`src/include/irq_pkg.sv`:
```
// Package with constants for the alarm, periodic and power-fail interrupt block.
package irq_pkg;
  // ****************************************
  // Sizes and bit positions
  // ****************************************
  localparam int unsigned NUM_CMP     = 6;
  localparam int unsigned NUM_PER     = 6;
  localparam int unsigned BYTE_W      = 8;
  localparam int unsigned CMP_AW      = 3;
  localparam int unsigned STAT_W      = 8;
  localparam int unsigned ST_INT_BIT  = 0;
  localparam int unsigned ST_PF_BIT   = 1;
  localparam int unsigned ST_PER_BIT  = 2;
  localparam int unsigned ST_ALM_BIT  = 3;
  // ****************************************
  // Timing
  // ****************************************
  localparam int unsigned CLK_MHZ     = 20;
  localparam int unsigned TICK_US     = 1;
  localparam int unsigned TICK_CYC    = TICK_US * CLK_MHZ;
  localparam int unsigned DEB_MIN_US  = 30;
  localparam int unsigned DEB_MAX_US  = 63;
  localparam int unsigned DEB_US      = 31;
  localparam int unsigned SAFE_US     = 30;
  localparam int unsigned DELAY_US    = 480;
  localparam int unsigned CNT_W       = 10;
  localparam int unsigned TICK_W      = 5;
  localparam logic [CNT_W-1:0]  CNT_ZERO  = 10'h000;
  localparam logic [CNT_W-1:0]  CNT_ONE   = 10'h001;
  localparam logic [TICK_W-1:0] TICK_ZERO = 5'h00;
  localparam logic [TICK_W-1:0] TICK_LAST = TICK_W'(TICK_CYC - 1);
  localparam logic [CNT_W-1:0]  DEB_CNT   = CNT_W'(DEB_US);
  localparam logic [CNT_W-1:0]  SAFE_CNT  = CNT_W'(SAFE_US + 1);
  localparam logic [CNT_W-1:0]  DELAY_CNT = CNT_W'(DELAY_US);
  localparam logic [BYTE_W-1:0] BYTE_ZERO = 8'h00;
endpackage : irq_pkg
```
`src/design/alarm_periodic_powerfail_irq.sv`:
```
// Alarm, periodic and power-fail interrupt logic with host bus lock-out.
// What this block does
// - Alarm flag sets when enabled bytes all match; interrupt needs alarm enable.
// - Six compare bytes, each enabled by its own bit.
// - A disabled compare byte always counts as matching.
// - Host writing one to status D3 clears the alarm flag.
// - Disabled compare bytes serve as plain storage without affecting the alarm.
// - Six periodic flags set by ticks regardless of interrupt enables.
// - Any read or write of the periodic flags clears them all.
// - Enabled periodic event sets periodic status flag and raises interrupt.
// - Periodic route bit steers periodic interrupt to interrupt or multi-function output.
// - Writing one to periodic status flag clears flag and interrupt.
// - Pending periodic flag stays set after enables clear, until host clears.
// - Power-fail flag tracks internal power-fail, not host clearable.
// - Power-fail interrupt needs its enable, follows its route bit.
// - Low power-fail input debounced 30 to 63 us before failing declared.
// - Without delay, bus lock-out happens inside the debounce window.
// - With delay enabled, bus stays usable 480 us after detection.
// - An access held over 30 us after power fail forces lock-out.
// - Clearing delay enable during the window locks out at once.
// - While locked, chip select, strobes and data are ignored; compare byte reads still follow the address.
// - Two mode bits keep timers and interrupts working after power fail.
// - Stay locked while input low; unlock after another debounce once high.
// - Masked power-fail interrupt still performs lock-out, without interrupt.
// - Status D0 shows whether either interrupt output is active.
`timescale 1ns/10ps
module alarm_periodic_powerfail_irq
  import irq_pkg::*;
(
  input  wire logic                      core_clk_i,
  input  wire logic                      reset_i,
  input  wire logic                      power_fail_input_n_i,
  input  wire logic [NUM_CMP*BYTE_W-1:0] clock_counters_i,
  input  wire logic [NUM_PER-1:0]        periodic_ticks_i,
  input  wire logic [NUM_CMP-1:0]        alarm_cmp_en_i,
  input  wire logic                      alarm_int_en_i,
  input  wire logic [NUM_PER-1:0]        periodic_en_i,
  input  wire logic                      periodic_route_i,
  input  wire logic                      power_fail_int_en_i,
  input  wire logic                      power_fail_route_i,
  input  wire logic                      delay_en_i,
  input  wire logic                      timer_pf_run_i,
  input  wire logic                      int_pf_run_i,
  input  wire logic                      chip_select_i,
  input  wire logic                      read_strobe_i,
  input  wire logic                      write_strobe_i,
  input  wire logic                      status_wr_i,
  input  wire logic [STAT_W-1:0]         status_wr_data_i,
  input  wire logic                      periodic_access_i,
  input  wire logic                      cmp_wr_i,
  input  wire logic [CMP_AW-1:0]         cmp_addr_i,
  input  wire logic [BYTE_W-1:0]         cmp_wr_data_i,
  output logic      [BYTE_W-1:0]         cmp_rd_data_o,
  output logic      [STAT_W-1:0]         main_status_o,
  output logic      [NUM_PER-1:0]        periodic_flags_o,
  output logic                           interrupt_output_o,
  output logic                           multi_function_output_o,
  output logic                           bus_locked_o,
  output logic                           timers_enabled_o,
  output logic                           power_failing_o
);
  // ****************************************
  // Types and state
  // ****************************************
  typedef enum logic [2:0] {
    PF_OK      = 3'h0,
    PF_DEB_LOW = 3'h1,
    PF_DELAY   = 3'h2,
    PF_LOCKED  = 3'h3,
    PF_DEB_HI  = 3'h4
  } pf_state_t;

  function automatic logic bytes_match(input logic [NUM_CMP*BYTE_W-1:0] a,
                                       input logic [NUM_CMP*BYTE_W-1:0] b,
                                       input logic [NUM_CMP-1:0]        en);
    logic ok;
    ok = 1'b1;
    for (int i = 0; i < NUM_CMP; i++) begin
      if (en[i] && (a[i*BYTE_W +: BYTE_W] != b[i*BYTE_W +: BYTE_W])) begin
        ok = 1'b0;
      end
    end
    return ok;
  endfunction : bytes_match

  logic                      pf_s1_r, pf_s2_r, pf_s3_r;
  logic                      pf_low_r;
  logic                      pf_low_nxt;
  pf_state_t                 st_r, st_nxt;
  logic [CNT_W-1:0]          cnt_r, cnt_nxt;
  logic [CNT_W-1:0]          safe_r, safe_nxt;
  logic                      safe_arm_r, safe_arm_nxt;
  logic [TICK_W-1:0]         pre_r, pre_nxt;
  logic                      us_tick;
  logic                      alarm_r, alarm_nxt;
  logic                      match_r, match_nxt;
  logic                      per_int_r, per_int_nxt;
  logic [NUM_PER-1:0]        pflags_r, pflags_nxt;
  logic                      lock_r, lock_nxt;
  logic                      failing_r, failing_nxt;
  logic                      interrupt_output_r, interrupt_output_nxt;
  logic                      mfo_r, mfo_nxt;
  logic                      ints_live;
  logic                      pf_int;
  logic [NUM_CMP*BYTE_W-1:0] cmp_all;
  // Helper for the lock-out bound: cycles spent low with no delay and no lock yet.
  localparam logic [10:0]    LOCK_WAIT_MAX = 11'h514;
  logic [10:0]               lock_wait_r, lock_wait_nxt;

  always_comb begin
    lock_wait_nxt = lock_wait_r;
    if (!pf_low_r || delay_en_i || lock_r) begin
      lock_wait_nxt = '0;
    end else if (lock_wait_r != LOCK_WAIT_MAX) begin
      lock_wait_nxt = lock_wait_r + 11'h001;
    end
  end

  always_ff @(posedge core_clk_i) begin
    if (reset_i) begin
      lock_wait_r <= '0;
    end else begin
      lock_wait_r <= lock_wait_nxt;
    end
  end

  // ****************************************
  // Compare byte storage
  // ****************************************
  // plain storage: the bytes are writable unless locked, the enable only gates matching.
  cmp_ram u_cmp_ram (
    .core_clk_i (core_clk_i),
    .reset_i    (reset_i),
    .wr_en_i    (cmp_wr_i && !lock_r),
    .wr_addr_i  (cmp_addr_i),
    .wr_data_i  (cmp_wr_data_i),
    .rd_addr_i  (cmp_addr_i),
    .rd_data_o  (cmp_rd_data_o),
    .all_o      (cmp_all)
  );

  // ****************************************
  // Power-fail input synchroniser and tick
  // ****************************************
  always_ff @(posedge core_clk_i) begin
    if (reset_i) begin
      pf_s1_r <= 1'b1;
      pf_s2_r <= 1'b1;
      pf_s3_r <= 1'b1;
    end else begin
      pf_s1_r <= power_fail_input_n_i;
      pf_s2_r <= pf_s1_r;
      pf_s3_r <= pf_s2_r;
    end
  end

  // microsecond tick: the prescaler runs freely from the core clock.
  always_comb begin
    pre_nxt = (pre_r == TICK_LAST) ? TICK_ZERO : pre_r + 1'b1;
    us_tick = (pre_r == TICK_LAST);
    pf_low_nxt = pf_low_r;
    if (pf_s2_r == pf_s3_r) begin
      pf_low_nxt = !pf_s3_r;
    end
  end

  // ****************************************
  // Power-fail and lock-out state machine
  // ****************************************
  always_comb begin
    st_nxt       = st_r;
    cnt_nxt      = cnt_r;
    safe_nxt     = safe_r;
    safe_arm_nxt = safe_arm_r;
    unique case (st_r)
      PF_OK: begin
        cnt_nxt = CNT_ZERO;
        if (pf_low_r) begin
          st_nxt = PF_DEB_LOW;
        end
      end
      // debounce low: counting whole ticks keeps the wait inside the window.
      PF_DEB_LOW: begin
        if (!pf_low_r) begin
          st_nxt = PF_OK;
        end else if (us_tick) begin
          cnt_nxt = cnt_r + CNT_ONE;
          if (cnt_r == DEB_CNT) begin
            cnt_nxt      = CNT_ZERO;
            safe_nxt     = CNT_ZERO;
            safe_arm_nxt = chip_select_i;
            // immediate lock when no delay is requested.
            st_nxt = delay_en_i ? PF_DELAY : PF_LOCKED;
          end
        end
      end
      PF_DELAY: begin
        if (us_tick) begin
          cnt_nxt = cnt_r + CNT_ONE;
        end
        if (us_tick && safe_arm_r) begin
          safe_nxt = safe_r + CNT_ONE;
        end
        if (!(chip_select_i && (read_strobe_i || write_strobe_i))) begin
          safe_arm_nxt = 1'b0;
        end
        // early lock when software drops the delay enable.
        if (!delay_en_i) begin
          st_nxt = PF_LOCKED;
        // lock after the grace delay has run out.
        end else if (cnt_r >= DELAY_CNT) begin
          st_nxt = PF_LOCKED;
        // safety lock for an access stuck across power fail.
        end else if (safe_arm_r && (safe_r >= SAFE_CNT)) begin
          st_nxt = PF_LOCKED;
        end
      end
      // hold the lock while the input is low.
      PF_LOCKED: begin
        cnt_nxt = CNT_ZERO;
        if (!pf_low_r) begin
          st_nxt = PF_DEB_HI;
        end
      end
      // second debounce before the bus is released.
      PF_DEB_HI: begin
        if (pf_low_r) begin
          st_nxt = PF_LOCKED;
        end else if (us_tick) begin
          cnt_nxt = cnt_r + CNT_ONE;
          if (cnt_r == DEB_CNT) begin
            st_nxt = PF_OK;
          end
        end
      end
      default: begin
        st_nxt = PF_LOCKED;
      end
    endcase
    failing_nxt = (st_nxt == PF_DELAY) || (st_nxt == PF_LOCKED) || (st_nxt == PF_DEB_HI);
    // lock-out does not depend on the interrupt enable.
    lock_nxt = (st_nxt == PF_LOCKED) || (st_nxt == PF_DEB_HI);
  end

  // ****************************************
  // Flags and outputs
  // ****************************************
  // interrupts may be told to stop once power has failed.
  assign ints_live = !failing_r || int_pf_run_i;
  // power-fail interrupt gated by its enable.
  assign pf_int    = failing_r && power_fail_int_en_i && ints_live;

  always_comb begin
    // enabled bytes only; the flag sets on the edge into a match.
    match_nxt = bytes_match(cmp_all, clock_counters_i, alarm_cmp_en_i);
    alarm_nxt = alarm_r;
    // clear by writing one; a new match in the same cycle wins.
    if (status_wr_i && !lock_r && status_wr_data_i[ST_ALM_BIT]) begin
      alarm_nxt = 1'b0;
    end
    if (match_nxt && !match_r) begin
      alarm_nxt = 1'b1;
    end
    // any access clears the periodic flags; new ticks still win.
    pflags_nxt = pflags_r;
    if (periodic_access_i && !lock_r) begin
      pflags_nxt = '0;
    end
    // ticks set flags irrespective of enables.
    pflags_nxt = pflags_nxt | periodic_ticks_i;
    per_int_nxt = per_int_r;
    if (status_wr_i && !lock_r && status_wr_data_i[ST_PER_BIT]) begin
      per_int_nxt = 1'b0;
    end
    // set on enabled ticks, stays set until written off.
    if ((periodic_ticks_i & periodic_en_i) != '0) begin
      per_int_nxt = 1'b1;
    end
    // steering of periodic and power-fail interrupts.
    interrupt_output_nxt = ints_live && ((alarm_r && alarm_int_en_i)
             || (per_int_r && !periodic_route_i)) || (pf_int && !power_fail_route_i);
    mfo_nxt  = (ints_live && per_int_r && periodic_route_i) || (pf_int && power_fail_route_i);
  end

  always_ff @(posedge core_clk_i) begin
    if (reset_i) begin
      pf_low_r   <= 1'b0;
      pre_r      <= TICK_ZERO;
      st_r       <= PF_OK;
      cnt_r      <= CNT_ZERO;
      safe_r     <= CNT_ZERO;
      safe_arm_r <= 1'b0;
      failing_r  <= 1'b0;
      lock_r     <= 1'b0;
      match_r    <= 1'b0;
      alarm_r    <= 1'b0;
      pflags_r   <= '0;
      per_int_r  <= 1'b0;
      interrupt_output_r     <= 1'b0;
      mfo_r      <= 1'b0;
    end else begin
      pf_low_r   <= pf_low_nxt;
      pre_r      <= pre_nxt;
      st_r       <= st_nxt;
      cnt_r      <= cnt_nxt;
      safe_r     <= safe_nxt;
      safe_arm_r <= safe_arm_nxt;
      failing_r  <= failing_nxt;
      lock_r     <= lock_nxt;
      match_r    <= match_nxt;
      alarm_r    <= alarm_nxt;
      pflags_r   <= pflags_nxt;
      per_int_r  <= per_int_nxt;
      interrupt_output_r     <= interrupt_output_nxt;
      mfo_r      <= mfo_nxt;
    end
  end

  // power-fail flag follows the failing state; D0 mirrors both pins.
  // all host writes above are gated by the lock so pins are ignored.
  always_comb begin
    main_status_o             = '0;
    main_status_o[ST_INT_BIT] = interrupt_output_r || mfo_r;
    main_status_o[ST_PF_BIT]  = failing_r;
    main_status_o[ST_PER_BIT] = per_int_r;
    main_status_o[ST_ALM_BIT] = alarm_r;
  end
  assign periodic_flags_o        = pflags_r;
  assign interrupt_output_o      = interrupt_output_r;
  assign multi_function_output_o = mfo_r;
  assign bus_locked_o            = lock_r;
  assign power_failing_o         = failing_r;
  assign timers_enabled_o        = !failing_r || timer_pf_run_i;

  // ****************************************
  // Assertions
  // ****************************************
  a_alarm_clear_wr: assert property (@(posedge core_clk_i) disable iff (reset_i)
    (status_wr_i && !lock_r && status_wr_data_i[ST_ALM_BIT] && !(match_nxt && !match_r))
    |=> !alarm_r) else $error("alarm flag not cleared");
  a_alarm_set: assert property (@(posedge core_clk_i) disable iff (reset_i)
    (match_nxt && !match_r) |=> alarm_r) else $error("alarm flag not set");
  a_per_sticky: assert property (@(posedge core_clk_i) disable iff (reset_i)
    (per_int_r && !(status_wr_i && !lock_r && status_wr_data_i[ST_PER_BIT]))
    |=> per_int_r) else $error("periodic flag dropped");
  a_per_set: assert property (@(posedge core_clk_i) disable iff (reset_i)
    ((periodic_ticks_i & periodic_en_i) != '0) |=> per_int_r) else $error("periodic not set");
  a_pflag_tick: assert property (@(posedge core_clk_i) disable iff (reset_i)
    (periodic_ticks_i[0]) |=> pflags_r[0]) else $error("periodic flag missed tick");
  a_no_early_lock: assert property (@(posedge core_clk_i) disable iff (reset_i)
    $rose(pf_low_r) |-> !failing_r [*8]) else $error("failing declared too soon");
  a_lock_bound: assert property (@(posedge core_clk_i) disable iff (reset_i)
    lock_wait_r != LOCK_WAIT_MAX) else $error("lock-out late");
  a_early_lock: assert property (@(posedge core_clk_i) disable iff (reset_i)
    (st_r == PF_DELAY && !delay_en_i) |=> lock_r) else $error("no early lock");
  a_pf_mask: assert property (@(posedge core_clk_i) disable iff (reset_i)
    (!power_fail_int_en_i && !alarm_r && !per_int_r) |=> !interrupt_output_r && !mfo_r)
    else $error("masked power-fail interrupt seen");
  a_status_d0: assert property (@(posedge core_clk_i) disable iff (reset_i)
    main_status_o[ST_INT_BIT] == (interrupt_output_r || mfo_r)) else $error("D0 mismatch");
  c_alarm_fire: cover property (@(posedge core_clk_i) disable iff (reset_i) $rose(alarm_r));
  c_lock: cover property (@(posedge core_clk_i) disable iff (reset_i) $rose(lock_r));
  c_delay: cover property (@(posedge core_clk_i) disable iff (reset_i) st_r == PF_DELAY);
  c_unlock: cover property (@(posedge core_clk_i) disable iff (reset_i) $fell(lock_r));
endmodule : alarm_periodic_powerfail_irq

```
`src/design/cmp_ram.sv`:
```
// Small register memory holding the alarm compare bytes.
`timescale 1ns/10ps
module cmp_ram
  import irq_pkg::*;
(
  input  wire logic                      core_clk_i,
  input  wire logic                      reset_i,
  input  wire logic                      wr_en_i,
  input  wire logic [CMP_AW-1:0]         wr_addr_i,
  input  wire logic [BYTE_W-1:0]         wr_data_i,
  input  wire logic [CMP_AW-1:0]         rd_addr_i,
  output logic      [BYTE_W-1:0]         rd_data_o,
  output logic      [NUM_CMP*BYTE_W-1:0] all_o
);
  logic [BYTE_W-1:0] mem_r   [NUM_CMP];
  logic [BYTE_W-1:0] mem_nxt [NUM_CMP];
  logic [BYTE_W-1:0] rd_r;
  logic [BYTE_W-1:0] rd_nxt;

  always_comb begin
    for (int i = 0; i < NUM_CMP; i++) begin
      mem_nxt[i] = mem_r[i];
      if (wr_en_i && (wr_addr_i == CMP_AW'(i))) begin
        mem_nxt[i] = wr_data_i;
      end
    end
    rd_nxt = BYTE_ZERO;
    for (int i = 0; i < NUM_CMP; i++) begin
      if (rd_addr_i == CMP_AW'(i)) begin
        rd_nxt = mem_r[i];
      end
    end
    for (int i = 0; i < NUM_CMP; i++) begin
      all_o[i*BYTE_W +: BYTE_W] = mem_r[i];
    end
  end

  always_ff @(posedge core_clk_i) begin
    if (reset_i) begin
      for (int i = 0; i < NUM_CMP; i++) begin
        mem_r[i] <= BYTE_ZERO;
      end
      rd_r <= BYTE_ZERO;
    end else begin
      mem_r <= mem_nxt;
      rd_r  <= rd_nxt;
    end
  end

  assign rd_data_o = rd_r;
endmodule : cmp_ram

```
`config.mk`:
```
export PLATFORM = sky130hd
export DESIGN_NAME = alarm_periodic_powerfail_irq
export DESIGN_NICKNAME = d
export VERILOG_FILES = /design/src/include/irq_pkg.sv /design/src/design/alarm_periodic_powerfail_irq.sv /design/src/design/cmp_ram.sv
export SDC_FILE = /design/constraint.sdc
export NUM_CORES = 1
export LEC_CHECK = 0
export ABC_AREA = 0
export BUFFER_PORTS_ARGS = -buffer_cell sky130_fd_sc_hd__buf_2
export CAP_MARGIN = 20
export CORE_ASPECT_RATIO = 1.4
export CORE_MARGIN = 2
export CORE_UTILIZATION = 48
export DETAILED_ROUTE_END_ITERATION = 8
export PLACE_DENSITY = 0.84
export SLEW_MARGIN = 30
export SYNTH_ARGS = -nofsm -noshare
export SYNTH_HDL_FRONTEND = slang
export SYNTH_SLANG_ARGS = --single-unit
```
`constraint.sdc`:
```
create_clock -name core_clk_i -period 1.8 [get_ports core_clk_i]
set_input_delay 0.09 -clock core_clk_i [delete_from_list [all_inputs] [get_ports core_clk_i]]
set_output_delay 0.09 -clock core_clk_i [all_outputs]
set_load 0.02 [all_outputs]
```
==> out/qor.txt, run 1 <==
status -> complete, but fails checks
failing checks -> negative hold slack, negative setup slack
critical path required time -> 2.04 ns
max cap viols -> 0
Avg Cell Area, Syn -> 9.25 µm²
area grow syn2layout -> 30.2%
vias per cell -> 5.48
global placement routability congestion -> 0.913
largest cells by area after synthesis -> dfxtp_1, mux2i_1, xnor2_1, nor2_1, mux4_2
clk buf depth -> 2
Final Instance Area -> 0.00655 mm²
GR Util met1 -> 25.6%
RSZ-0062 raised after global routing -> true
Cell Count Post-Placement -> 813
leading area contributor after synthesis -> dfxtp_1
count leader, synth -> dfxtp_1
Hold Path Class -> in2reg
sw power -> 1.15 mW
WL final -> 13900 µm
Pre-Repair DR Iteration Count -> 5
Final ANT Viol Nets -> 0
top_reg_cell synth -> dfxtp_1
slew margin rel. -> 59.9%
Final Hold Viols -> 1
Port Buffers -> 117
CTS Root Cell -> clkbuf_16
Setup WS post-layout -> -0.0597 ns
setup TNS -> -0.314 ns
Fmax -> 538 MHz
Worst-path clk slew -> 0.07 ns
Worst Tran Pin Value -> 0.601 ns
crit share post-route -> 103%
Clk pwr share -> 40.4%
gr ovfl total -> 0
I/O pin total -> 128
Sequential Power Share -> 49.2%
Comb power frac -> 10.5%
ANT cells -> 0
synthesized area -> 0.00503 mm²
post-synth cell types -> 56
Clock Sinks -> 102
Starting Density -> 48.9%
core footprint -> 0.0103 mm²
DR iter-0 viols -> 216
number of fill cells -> 775
synthesized instance count -> 544
minimum clock period -> 1.86 ns
Clk Latency, worst-skew pair -> 0.35 ns
Wirelength per Cell -> 16.5 µm
pwr/cell area -> 727 mW/mm²
Pint -> 3.61 mW
die area -> 0.0113 mm²
HPWL Detailed -> 10200 µm
maximum vdd drop -> 0.000465 V
most instantiated cells after synthesis -> dfxtp_1, nor2_1, mux2i_1, xnor2_1, nand2_1
share of cells above drive strength 1 -> 32.6%
crit path kind -> reg2reg
Seq/Total Area, Yosys -> 40.6%
global-route layer with the greatest usage -> met2
share of the synthesized area in the top cell type -> 40.6%
nets -> 806
flip-flop and latch area -> 0.00205 mm²
Total Routing Usage GR -> 23.8%
leakage power -> 2.78 nW
number of setup violations in the final report -> 11
Critical Path Fanout Max -> 3
met2 usage -> 44.6%
die width -> 90.5 µm
die extent in y -> 125 µm
Multi-input gate area -> 0.00295 mm²
CTS tree -> done
CTS Buf Count -> 9
worst path arrival time -> 2.10 ns
dpl cell area -> 0.00598 mm²
Clock Skew -> 0.00749 ns
final hold slack -> -0.00430 ns
Synth warnings -> 0
first-pass GRT wire length -> 21900 µm
htree depth -> 3
Async SR Flop Fraction -> 0%
std cell rows -> 44
Synth Register Bits -> 102
met3 usage -> 4.28%
startpoint types -> flip-flop
vias in the first global route -> 4692
switching share of power -> 24.1%
Setup crit end kind -> flip-flop
largest net degree at the start of global routing -> 62
antenna violations before repair -> 0
Post-synth EDFFs -> 0
pre-CTS WS -> -0.120 ns
Final Slew Violations -> 0
detailed-route via count -> 4624
Total Power -> 4.76 mW
Finished Layout Cells -> 844
DRC violations left -> 0
-- repair_timing --
item / 4_1_cts / 5_1_grt
endpoints found under the setup margin: 24 / 25
pin swaps: 5 / 8
resized for setup: 10 / 27
cloned: 0 / 1
setup buffers: 4 / 3
hold endpoints to repair: 7 / 0
hold buffers: 7 / 0
-- through the flow --
stage / hold WS, ns / utilization (%)
after floorplan: 0.194 / -
after global placement: 0.281 / 58.0
after detailed placement: 0.283 / 58.0
after CTS: 0.000827 / 62.3
after global routing: 0.0207 / 63.7
final: -0.00430 / 63.7
-- cells by family (layout without fill, tap and decap cells) --
kind of cell / after synthesis / count (layout) / synth area share [%]
and+or+nand+nor: 192 / 192 / 18.3
DFF: 102 / 102 / 40.6
AOI/OAI and AO/OA: 75 / 75 / 10.6
muxes: 69 / 69 / 15.2
xor gates and xnor gates: 59 / 59 / 10.3
buffers and inverters: 42 / 201 / 3.90
adders and majority gates: 4 / 4 / 0.995
other: 1 / 4 / 0.0745
-- metal layers --
layer	wire length [µm]	share of wire [%]
met1	5290	38
met3	755	5.4
met4	340	2.4
met5	0	0
met2	7550	54
-- layout make-up --
cell class,instances,area share (%)
multi-input cells,403,45.0
flip-flops and latches,102,31.3
repair buffers,171,15.9
clock buffers,10,3.49
well taps,138,2.63
clock inverters,6,0.935
inverters,14,0.802
-- final timing paths --
check	from	end	slack, ns	cells after the start
worst max-delay path	cnt_r[8]	bus_locked_o	-0.06	6
worst min-delay path	chip_select_i	safe_arm_r	-0.004	3
worst max register to register	cnt_r[8]	bus_locked_o	-0.06	6
worst min register to register	pf_s1_r	pf_s2_r	0.41	1
-- sequential cells by signal, summed over array words and instances, names as in the netlist, 3 cells and up --
signal,cells
u_cmp_ram.rd_data_o,8
periodic_flags_o,6
u_cmp_ram.all_o,48
st_r,3
pre_r,5
safe_r,10
cnt_r,10
-- critical path, stage by stage (launching register included) --
cell and delay [ns]:
dfxtp_1 0.32, or3_4 0.40, buf_4 0.15, or4_4 0.44, a31oi_1 0.21, or3_4 0.16, o21ai_0 0.06
-- cell usage in the layout (no fill, tap or decap), types with 4 or more instances in the layout --
cell type	n
xor2_1	8
mux2i_1	55
clkbuf_16	9
buf_6	5
nor2_1	92
nand2_1	26
nor3_1	6
nand2b_1	5
conb_1	4
mux2_2	9
buf_2	117
and3_1	4
a311oi_1	6
a22oi_1	7
dfxtp_1	96
dlygate4sd3_1	7
xnor2_1	51
mux4_2	5
dfxtp_2	6
nand3_1	11
o21ai_0	14
or2_2	5
inv_1	14
a211oi_2	4
nand4_1	13
a21oi_1	16
buf_4	41
-- power by group through the flow --
stage	sequential, mW	combinational [mW]	clock [mW]
final	2.34	0.498	1.92
after global routing	2.35	0.534	2.04
after CTS	2.34	0.489	1.93
after detailed placement	2.39	0.475	0
after global placement	2.39	0.461	0
after floorplan	2.40	0.257	0
(Power assumes the default switching activity.)
==> inputs of run 2 (changes only) <==
--- a/config.mk
+++ b/config.mk
@@ -5,14 +5,14 @@
 export SDC_FILE = /design/constraint.sdc
 export NUM_CORES = 1
 export LEC_CHECK = 0
-export ABC_AREA = 0
+export ABC_AREA = 1
 export BUFFER_PORTS_ARGS = -buffer_cell sky130_fd_sc_hd__buf_2
 export CAP_MARGIN = 20
 export CORE_ASPECT_RATIO = 1.4
 export CORE_MARGIN = 2
-export CORE_UTILIZATION = 48
+export CORE_UTILIZATION = 49
 export DETAILED_ROUTE_END_ITERATION = 8
-export PLACE_DENSITY = 0.84
+export PLACE_DENSITY = 0.75
 export SLEW_MARGIN = 30
 export SYNTH_ARGS = -nofsm -noshare
 export SYNTH_HDL_FRONTEND = slang
==> run 2 against run 1 <==
- the run now ends clean
- synthesized cell count is 42% higher
- die area is 2.9% higher
- global-route usage is 0.89 points higher
- final area is 1.1% lower
- combinational power is 6.8% higher
- critical path depth is 5 higher
- register-to-register slack better by 0.18 ns
- cell count is 25% higher
- count of clock-buffer cells in the layout stayed put
- clock power is 4% higher
- sequential cell count stayed put
==> out/qor.txt, run 2 <==
number of fill cells -> 1021 (was 775)
Synth Register Bits -> 102 (unchanged)
met3 usage -> 4.07% (was 4.28%)
crit path cell chain -> ha_2 > nand2_2 > nor2_2 > nand4_1 > nand2_1 > nand2_1 > inv_1 > nand2_2 > buf_4 > nand2_1 > a21oi_1 (was or3_4 > buf_4 > or4_4 > a31oi_1 > or3_4 > o21ai_0)
global placement routability congestion -> 0.873 (was 0.913)
Hold Path Class -> in2reg (unchanged)
R2R setup slack -> 0.12 ns (was -0.06 ns)
antenna violations before repair -> 0 (unchanged)
startpoint types -> flip-flop (unchanged)
Worst Reg-to-Reg Cells -> 11 (was 6)
die area -> 0.0117 mm² (was 0.0113 mm²)
I/O pin total -> 128 (unchanged)
max cap viols -> 0 (unchanged)
CTS tree -> done (unchanged)
Worst Hold Endpoint -> alarm_r (was safe_arm_r)
largest stage delay on the critical path -> 0.34 ns (was 0.44 ns)
hold path depth -> 4 (was 3)
crit share post-route -> 93.5% (was 103%)
Clock Sinks -> 102 (unchanged)
Post-synth EDFFs -> 0 (unchanged)
met2 usage -> 45.1% (was 44.6%)
Pre-Repair DR Iteration Count -> 4 (was 5)
CTS Buf Count -> 9 (unchanged)
std cell rows -> 44 (unchanged)
CTS Root Cell -> clkbuf_16 (unchanged)
maximum vdd drop -> 0.000506 V (was 0.000465 V)
reg2reg start -> cnt_r[1] (was cnt_r[8])
hold_sp -> status_wr_data_i[3] (was chip_select_i)
die extent in y -> 127 µm (was 125 µm)
die width -> 91.8 µm (was 90.5 µm)
global-route layer with the greatest usage -> met2 (unchanged)
Fmax -> 594 MHz (was 538 MHz)
nets -> 1015 (was 806)
count leader, synth -> nand2_1 (was dfxtp_1)
DRC violations left -> 0 (unchanged)
critical path required time -> 2.02 ns (was 2.04 ns)
Port Buffers -> 117 (unchanged)
HPWL Detailed -> 10700 µm (was 10200 µm)
synthesized instance count -> 774 (was 544)
Setup crit end kind -> flip-flop (unchanged)
synthesized area -> 0.00529 mm² (was 0.00503 mm²)
detailed-route via count -> 5238 (was 4624)
CP most frequent cell -> nand2_1 (was or3_4)
Worst-path clk slew -> 0.07 ns (about the same)
gr ovfl total -> 0 (unchanged)
post-synth cell types -> 44 (was 56)
number of setup violations in the final report -> 0 (was 11)
WL final -> 13900 µm (about the same)
CP max stage cell -> dfxtp_1 (was or4_4)
Final Slew Violations -> 0 (unchanged)
worst path arrival time -> 1.90 ns (was 2.10 ns)
pwr/cell area -> 757 mW/mm² (was 727 mW/mm²)
share of the synthesized area in the top cell type -> 38.6% (was 40.6%)
leakage power -> 2.93 nW (was 2.78 nW)
share of cells above drive strength 1 -> 20.0% (was 32.6%)
Largest register FFs -> 48 (unchanged)
Critical Path Fanout Max -> 10 (was 3)
vias per cell -> 4.97 (was 5.48)
Seq/Total Area, Yosys -> 38.6% (was 40.6%)
Final Hold Viols -> 0 (was 1)
Synth warnings -> 0 (unchanged)
Clk Latency, worst-skew pair -> 0.34 ns (was 0.35 ns)
most instantiated cells after synthesis -> nand2_1, nor2_1, dfxtp_1, inv_1 (was dfxtp_1, nor2_1, mux2i_1, xnor2_1, nand2_1)
largest net degree at the start of global routing -> 30 (was 62)
Clock Skew -> 0.00632 ns (was 0.00749 ns)
commonest non-fill, non-tap cell in the layout -> nand2_1 (was buf_2)
Total Routing Usage GR -> 24.7% (was 23.8%)
ANT cells -> 0 (unchanged)
RR Endpoint -> safe_r[7] (was bus_locked_o)
status -> finished, final reports clean (was complete, but fails checks)
minimum clock period -> 1.68 ns (was 1.86 ns)
htree depth -> 3 (unchanged)
first-pass GRT wire length -> 23000 µm (was 21900 µm)
most frequent cells in the layout -> nand2_1, nor2_1, buf_2 (was buf_2, dfxtp_1, nor2_1)
top_reg_cell synth -> dfxtp_1 (unchanged)
Wirelength per Cell -> 13.2 µm (was 16.5 µm)
core footprint -> 0.0105 mm² (was 0.0103 mm²)
vias in the first global route -> 4994 (was 4692)
crit path kind -> reg2reg (unchanged)
utilization after layout -> 61.9% (was 63.7%)
leading area contributor after synthesis -> dfxtp_1 (unchanged)
clk buf depth -> 2 (unchanged)
Final ANT Viol Nets -> 0 (unchanged)
largest cells by area after synthesis -> dfxtp_1, nand2_1, nor2_1, xnor2_1, a21oi_1 (was dfxtp_1, mux2i_1, xnor2_1, nor2_1, mux4_2)
GR Util met1 -> 28.0% (was 25.6%)
area grow syn2layout -> 22.4% (was 30.2%)
Starting Density -> 50.6% (was 48.9%)
Avg Cell Area, Syn -> 6.84 µm² (was 9.25 µm²)
setup bufs post-CTS -> 0 (was 4)
DR iter-0 viols -> 185 (was 216)
Async SR Flop Fraction -> 0% (unchanged)
setup TNS -> 0 ns (was -0.314 ns)
## run 2: cell count changes in the layout (fill, tap and decap cells not counted), moves of 7 or more
cell     before  now
mux2i_1      55    0
xnor2_1      51   36
nand4_1      13    6
a21oi_1      16   60
xor2_1        8   16
inv_1        14   76
mux2_2        9    0
o21ai_0      14   58
buf_4        41   20
a22oi_1       7    0
nand2_1      26  182
nor2_1       92  135
## run 2: logic make-up after synthesis
logic type,count (synthesis),synth area share [%]
AOI/OAI and AO/OA,136,13.5
xor gates and xnor gates,52,8.60
and+or+nand+nor,373,29.9
DFF,102,38.6
buffers and inverters,106,8.37
other,1,0.0708
adders and majority gates,4,0.945
## run 2: how the worst max path moves through the flow
stage               startpoint           end  slack [ns]
floorplan             cnt_r[0]     safe_r[1]        0.23
global placement      cnt_r[0]  bus_locked_o        0.15
detailed placement    cnt_r[1]     safe_r[1]        0.14
CTS                   cnt_r[1]     safe_r[4]        0.10
global route          cnt_r[0]     safe_r[6]      -0.002
finish                cnt_r[1]     safe_r[7]        0.12
## run 2: per-layer routing
metal	up-vias	wire (µm)
met1	2356	5520
met4	0	489
met5	-	0
met2	134	7230
met3	32	642
li1	2716	-
## run 2: critical path: cells and delay by family, from the launching register on
kind / cells / cell delay (ns)
AND/OR/NAND/NOR: 7 / 0.68
flip-flops: 1 / 0.34
buffers and inverters: 2 / 0.27
adder cells (fa/ha/maj): 1 / 0.20
AO/OA/AOI/OAI: 1 / 0.06
## run 2: cell type report
type | count | area [µm²] | share of cell area (%)
flip-flops and latches | 102 | 2040 | 31.5
well taps | 138 | 173 | 2.67
clock buffers | 10 | 239 | 3.69
clock inverters | 6 | 71.3 | 1.10
multi-input cells | 569 | 2830 | 43.6
inverters | 84 | 320 | 4.94
repair buffers | 144 | 806 | 12.4
## run 2: repair_timing
item,CTS,global route
hold endpoints to repair,7,0
hold buffers,7,0
gates resized for setup,0,6
setup endpoints to repair,0,12
## run 2: through the flow
| stage | cell area [µm²] | power (mW) | setup WS (ns) | instances | hold slack (ns) |
|---|---|---|---|---|---|
| after floorplan | 5310 | 2.71 | 0.230 | 777 | 0.194 |
| after global placement | 6090 | 2.93 | 0.147 | 1030 | 0.299 |
| after detailed placement | 6090 | 2.94 | 0.144 | 1030 | 0.303 |
| after CTS | 6470 | 4.94 | 0.103 | 1053 | 0.0482 |
| after global routing | 6480 | 5.09 | -0.00189 | 1053 | 0.0608 |
| final | 6480 | 4.90 | 0.117 | 1053 | 0.0575 |
## run 2: report_power, final
group	switching [mW]	leakage, nW	internal (mW)
clock network	0.878	0.145	1.12
logic	0.300	1.96	0.233
registers	0.0487	0.829	2.32
==> inputs of run 3 (changes only) <==
--- a/config.mk
+++ b/config.mk
@@ -13,6 +13,8 @@
 export CORE_UTILIZATION = 49
 export DETAILED_ROUTE_END_ITERATION = 8
 export PLACE_DENSITY = 0.75
+export RECOVER_POWER = 100
+export REMOVE_ABC_BUFFERS = 1
 export SLEW_MARGIN = 30
 export SYNTH_ARGS = -nofsm -noshare
 export SYNTH_HDL_FRONTEND = slang
==> run 3 against run 2 <==
- sequential cell count stayed put
- die area stayed put
- register-to-register slack better by 0.06 ns
- clock power is 3% higher
- largest cell class unchanged
- final area is 1.3% lower
- sequential share of layout area is 0.44 points higher
- global-route usage is 0.47 points lower
- sequential power hardly changed
- core utilization is 0.78 points lower
- count of clock-buffer cells in the layout is 1 higher
- power is 0.83% higher
- wire length is 0.74% lower
==> out/qor.txt, run 3 (synthesis gave the netlist of run 2 again) <==
CTS Buf Count -> 9 (unchanged)
Setup WS post-layout -> 0.181 ns (was 0.117 ns)
Worst-path clk slew -> 0.07 ns (about the same)
Pre-Repair DR Iteration Count -> 4 (unchanged)
I/O pin total -> 128 (unchanged)
DR iter-0 viols -> 220 (was 185)
WL final -> 13800 µm (was 13900 µm)
global placement routability congestion -> 0.930 (was 0.873)
antenna violations before repair -> 0 (unchanged)
final hold slack -> 0.0210 ns (was 0.0575 ns)
Setup crit end kind -> flip-flop (unchanged)
setup TNS -> 0 ns (unchanged)
gr ovfl total -> 0 (unchanged)
crit path kind -> reg2reg (unchanged)
leakage power -> 2.80 nW (was 2.93 nW)
largest net degree at the start of global routing -> 36 (was 30)
R2R setup slack -> 0.18 ns (was 0.12 ns)
Final Hold Viols -> 0 (unchanged)
pwr/cell area -> 773 mW/mm² (was 757 mW/mm²)
detailed-route via count -> 5196 (was 5238)
Clk Latency, worst-skew pair -> 0.34 ns (about the same)
area grow syn2layout -> 20.8% (was 22.4%)
critical path required time -> 2.02 ns (about the same)
Port Buffers -> 117 (unchanged)
commonest non-fill, non-tap cell in the layout -> nand2_1 (unchanged)
Clock Sinks -> 102 (unchanged)
Final Slew Violations -> 0 (unchanged)
Critical Path Fanout Max -> 13 (was 10)
nets -> 1008 (was 1015)
die width -> 91.8 µm (unchanged)
clk buf depth -> 2 (unchanged)
first-pass GRT wire length -> 22500 µm (was 23000 µm)
pre-CTS WS -> 0.118 ns (was 0.144 ns)
number of fill cells -> 1075 (was 1021)
Clock Skew -> 0.00970 ns (was 0.00632 ns)
Hold Path Class -> in2reg (unchanged)
ANT cells -> 0 (unchanged)
crit share post-route -> 89.9% (was 93.5%)
Finished Layout Cells -> 1046 (was 1053)
status -> finished, final reports clean (unchanged)
Largest register FFs -> 48 (unchanged)
worst path arrival time -> 1.84 ns (was 1.90 ns)
RSZ-0062 raised after global routing -> false
DRC violations left -> 0 (unchanged)
share of cells above drive strength 1 -> 15.9% (was 20.0%)
vias per cell -> 4.97 (about the same)
die area -> 0.0117 mm² (unchanged)
maximum vdd drop -> 0.000505 V (was 0.000506 V)
std cell rows -> 44 (unchanged)
Fmax -> 618 MHz (was 594 MHz)
Starting Density -> 50.6% (unchanged)
max cap viols -> 0 (unchanged)
number of setup violations in the final report -> 0 (unchanged)
core footprint -> 0.0105 mm² (unchanged)
htree depth -> 3 (unchanged)
Wirelength per Cell -> 13.2 µm (about the same)
die extent in y -> 127 µm (unchanged)
startpoint types -> flip-flop (unchanged)
Final ANT Viol Nets -> 0 (unchanged)
vias in the first global route -> 4860 (was 4994)
minimum clock period -> 1.62 ns (was 1.68 ns)
Total Routing Usage GR -> 24.2% (was 24.7%)
most frequent cells in the layout -> nand2_1, nor2_1, dfxtp_1 (was nand2_1, nor2_1, buf_2)
CTS tree -> done (unchanged)
Cell Count Post-Placement -> 1022 (was 1030)
CTS Root Cell -> clkbuf_16 (unchanged)
HPWL Detailed -> 10700 µm (about the same)
[run 3: metal layers]
layer	global-route usage (%)	wire length (µm)	up-vias
met1	27.5	5530	2356
met5	0	0	-
li1	-	-	2709
met2	45.5	7360	110
met3	4.07	574	21
met4	7.99	306	0
[run 3: repair_timing]
item | in CTS | in global routing
hold buffers | 7 | 0
resized for setup | 0 | 9
setup endpoints to repair | 0 | 16
buffers inserted | 0 | 1
hold endpoints to repair | 7 | 0
[run 3: final cells by class]
cell class,count,area (µm²),share of cell area (%)
Multi-Input combinational cell,569,2830,44.2
Clock buffer,11,233,3.64
Clock inverter,5,83.8,1.31
Sequential cell,102,2040,32.0
Timing Repair Buffer,137,716,11.2
Inverter,84,320,5.01
Tap cell,138,173,2.70
[run 3: worst paths after layout]
path / startpoint / endpoint / depth (start not counted)
max reg2reg: bus_locked_o / u_cmp_ram.all_o[43] / 6
max: bus_locked_o / u_cmp_ram.all_o[43] / 6
min reg2reg: pf_s1_r / pf_s2_r / 1
min: periodic_route_i / multi_function_output_o / 3
[run 3: power breakdown]
group          switching, mW  total, mW  leakage (nW)  internal [mW]
sequential            0.0492       2.37         0.830           2.32
combinational          0.296      0.517          1.82          0.220
clock                  0.834       2.06         0.146           1.22
[run 3: through the flow]
stage	cell area, µm²	power (mW)	utilization (%)
finish	6400	4.94	61.2
global route	6400	5.15	61.2
CTS	6410	4.99	61.3
detailed placement	6030	2.93	57.6
global placement	6030	2.93	57.6
floorplan	5180	2.69	-
[run 3: critical path, stage by stage (launching register included)]
cell and delay, ns:
dfxtp_1 0.32, inv_1 0.12, nand2_1 0.22, nor2_1 0.28, inv_1 0.23, o21ai_0 0.26
a21oi_1 0.06
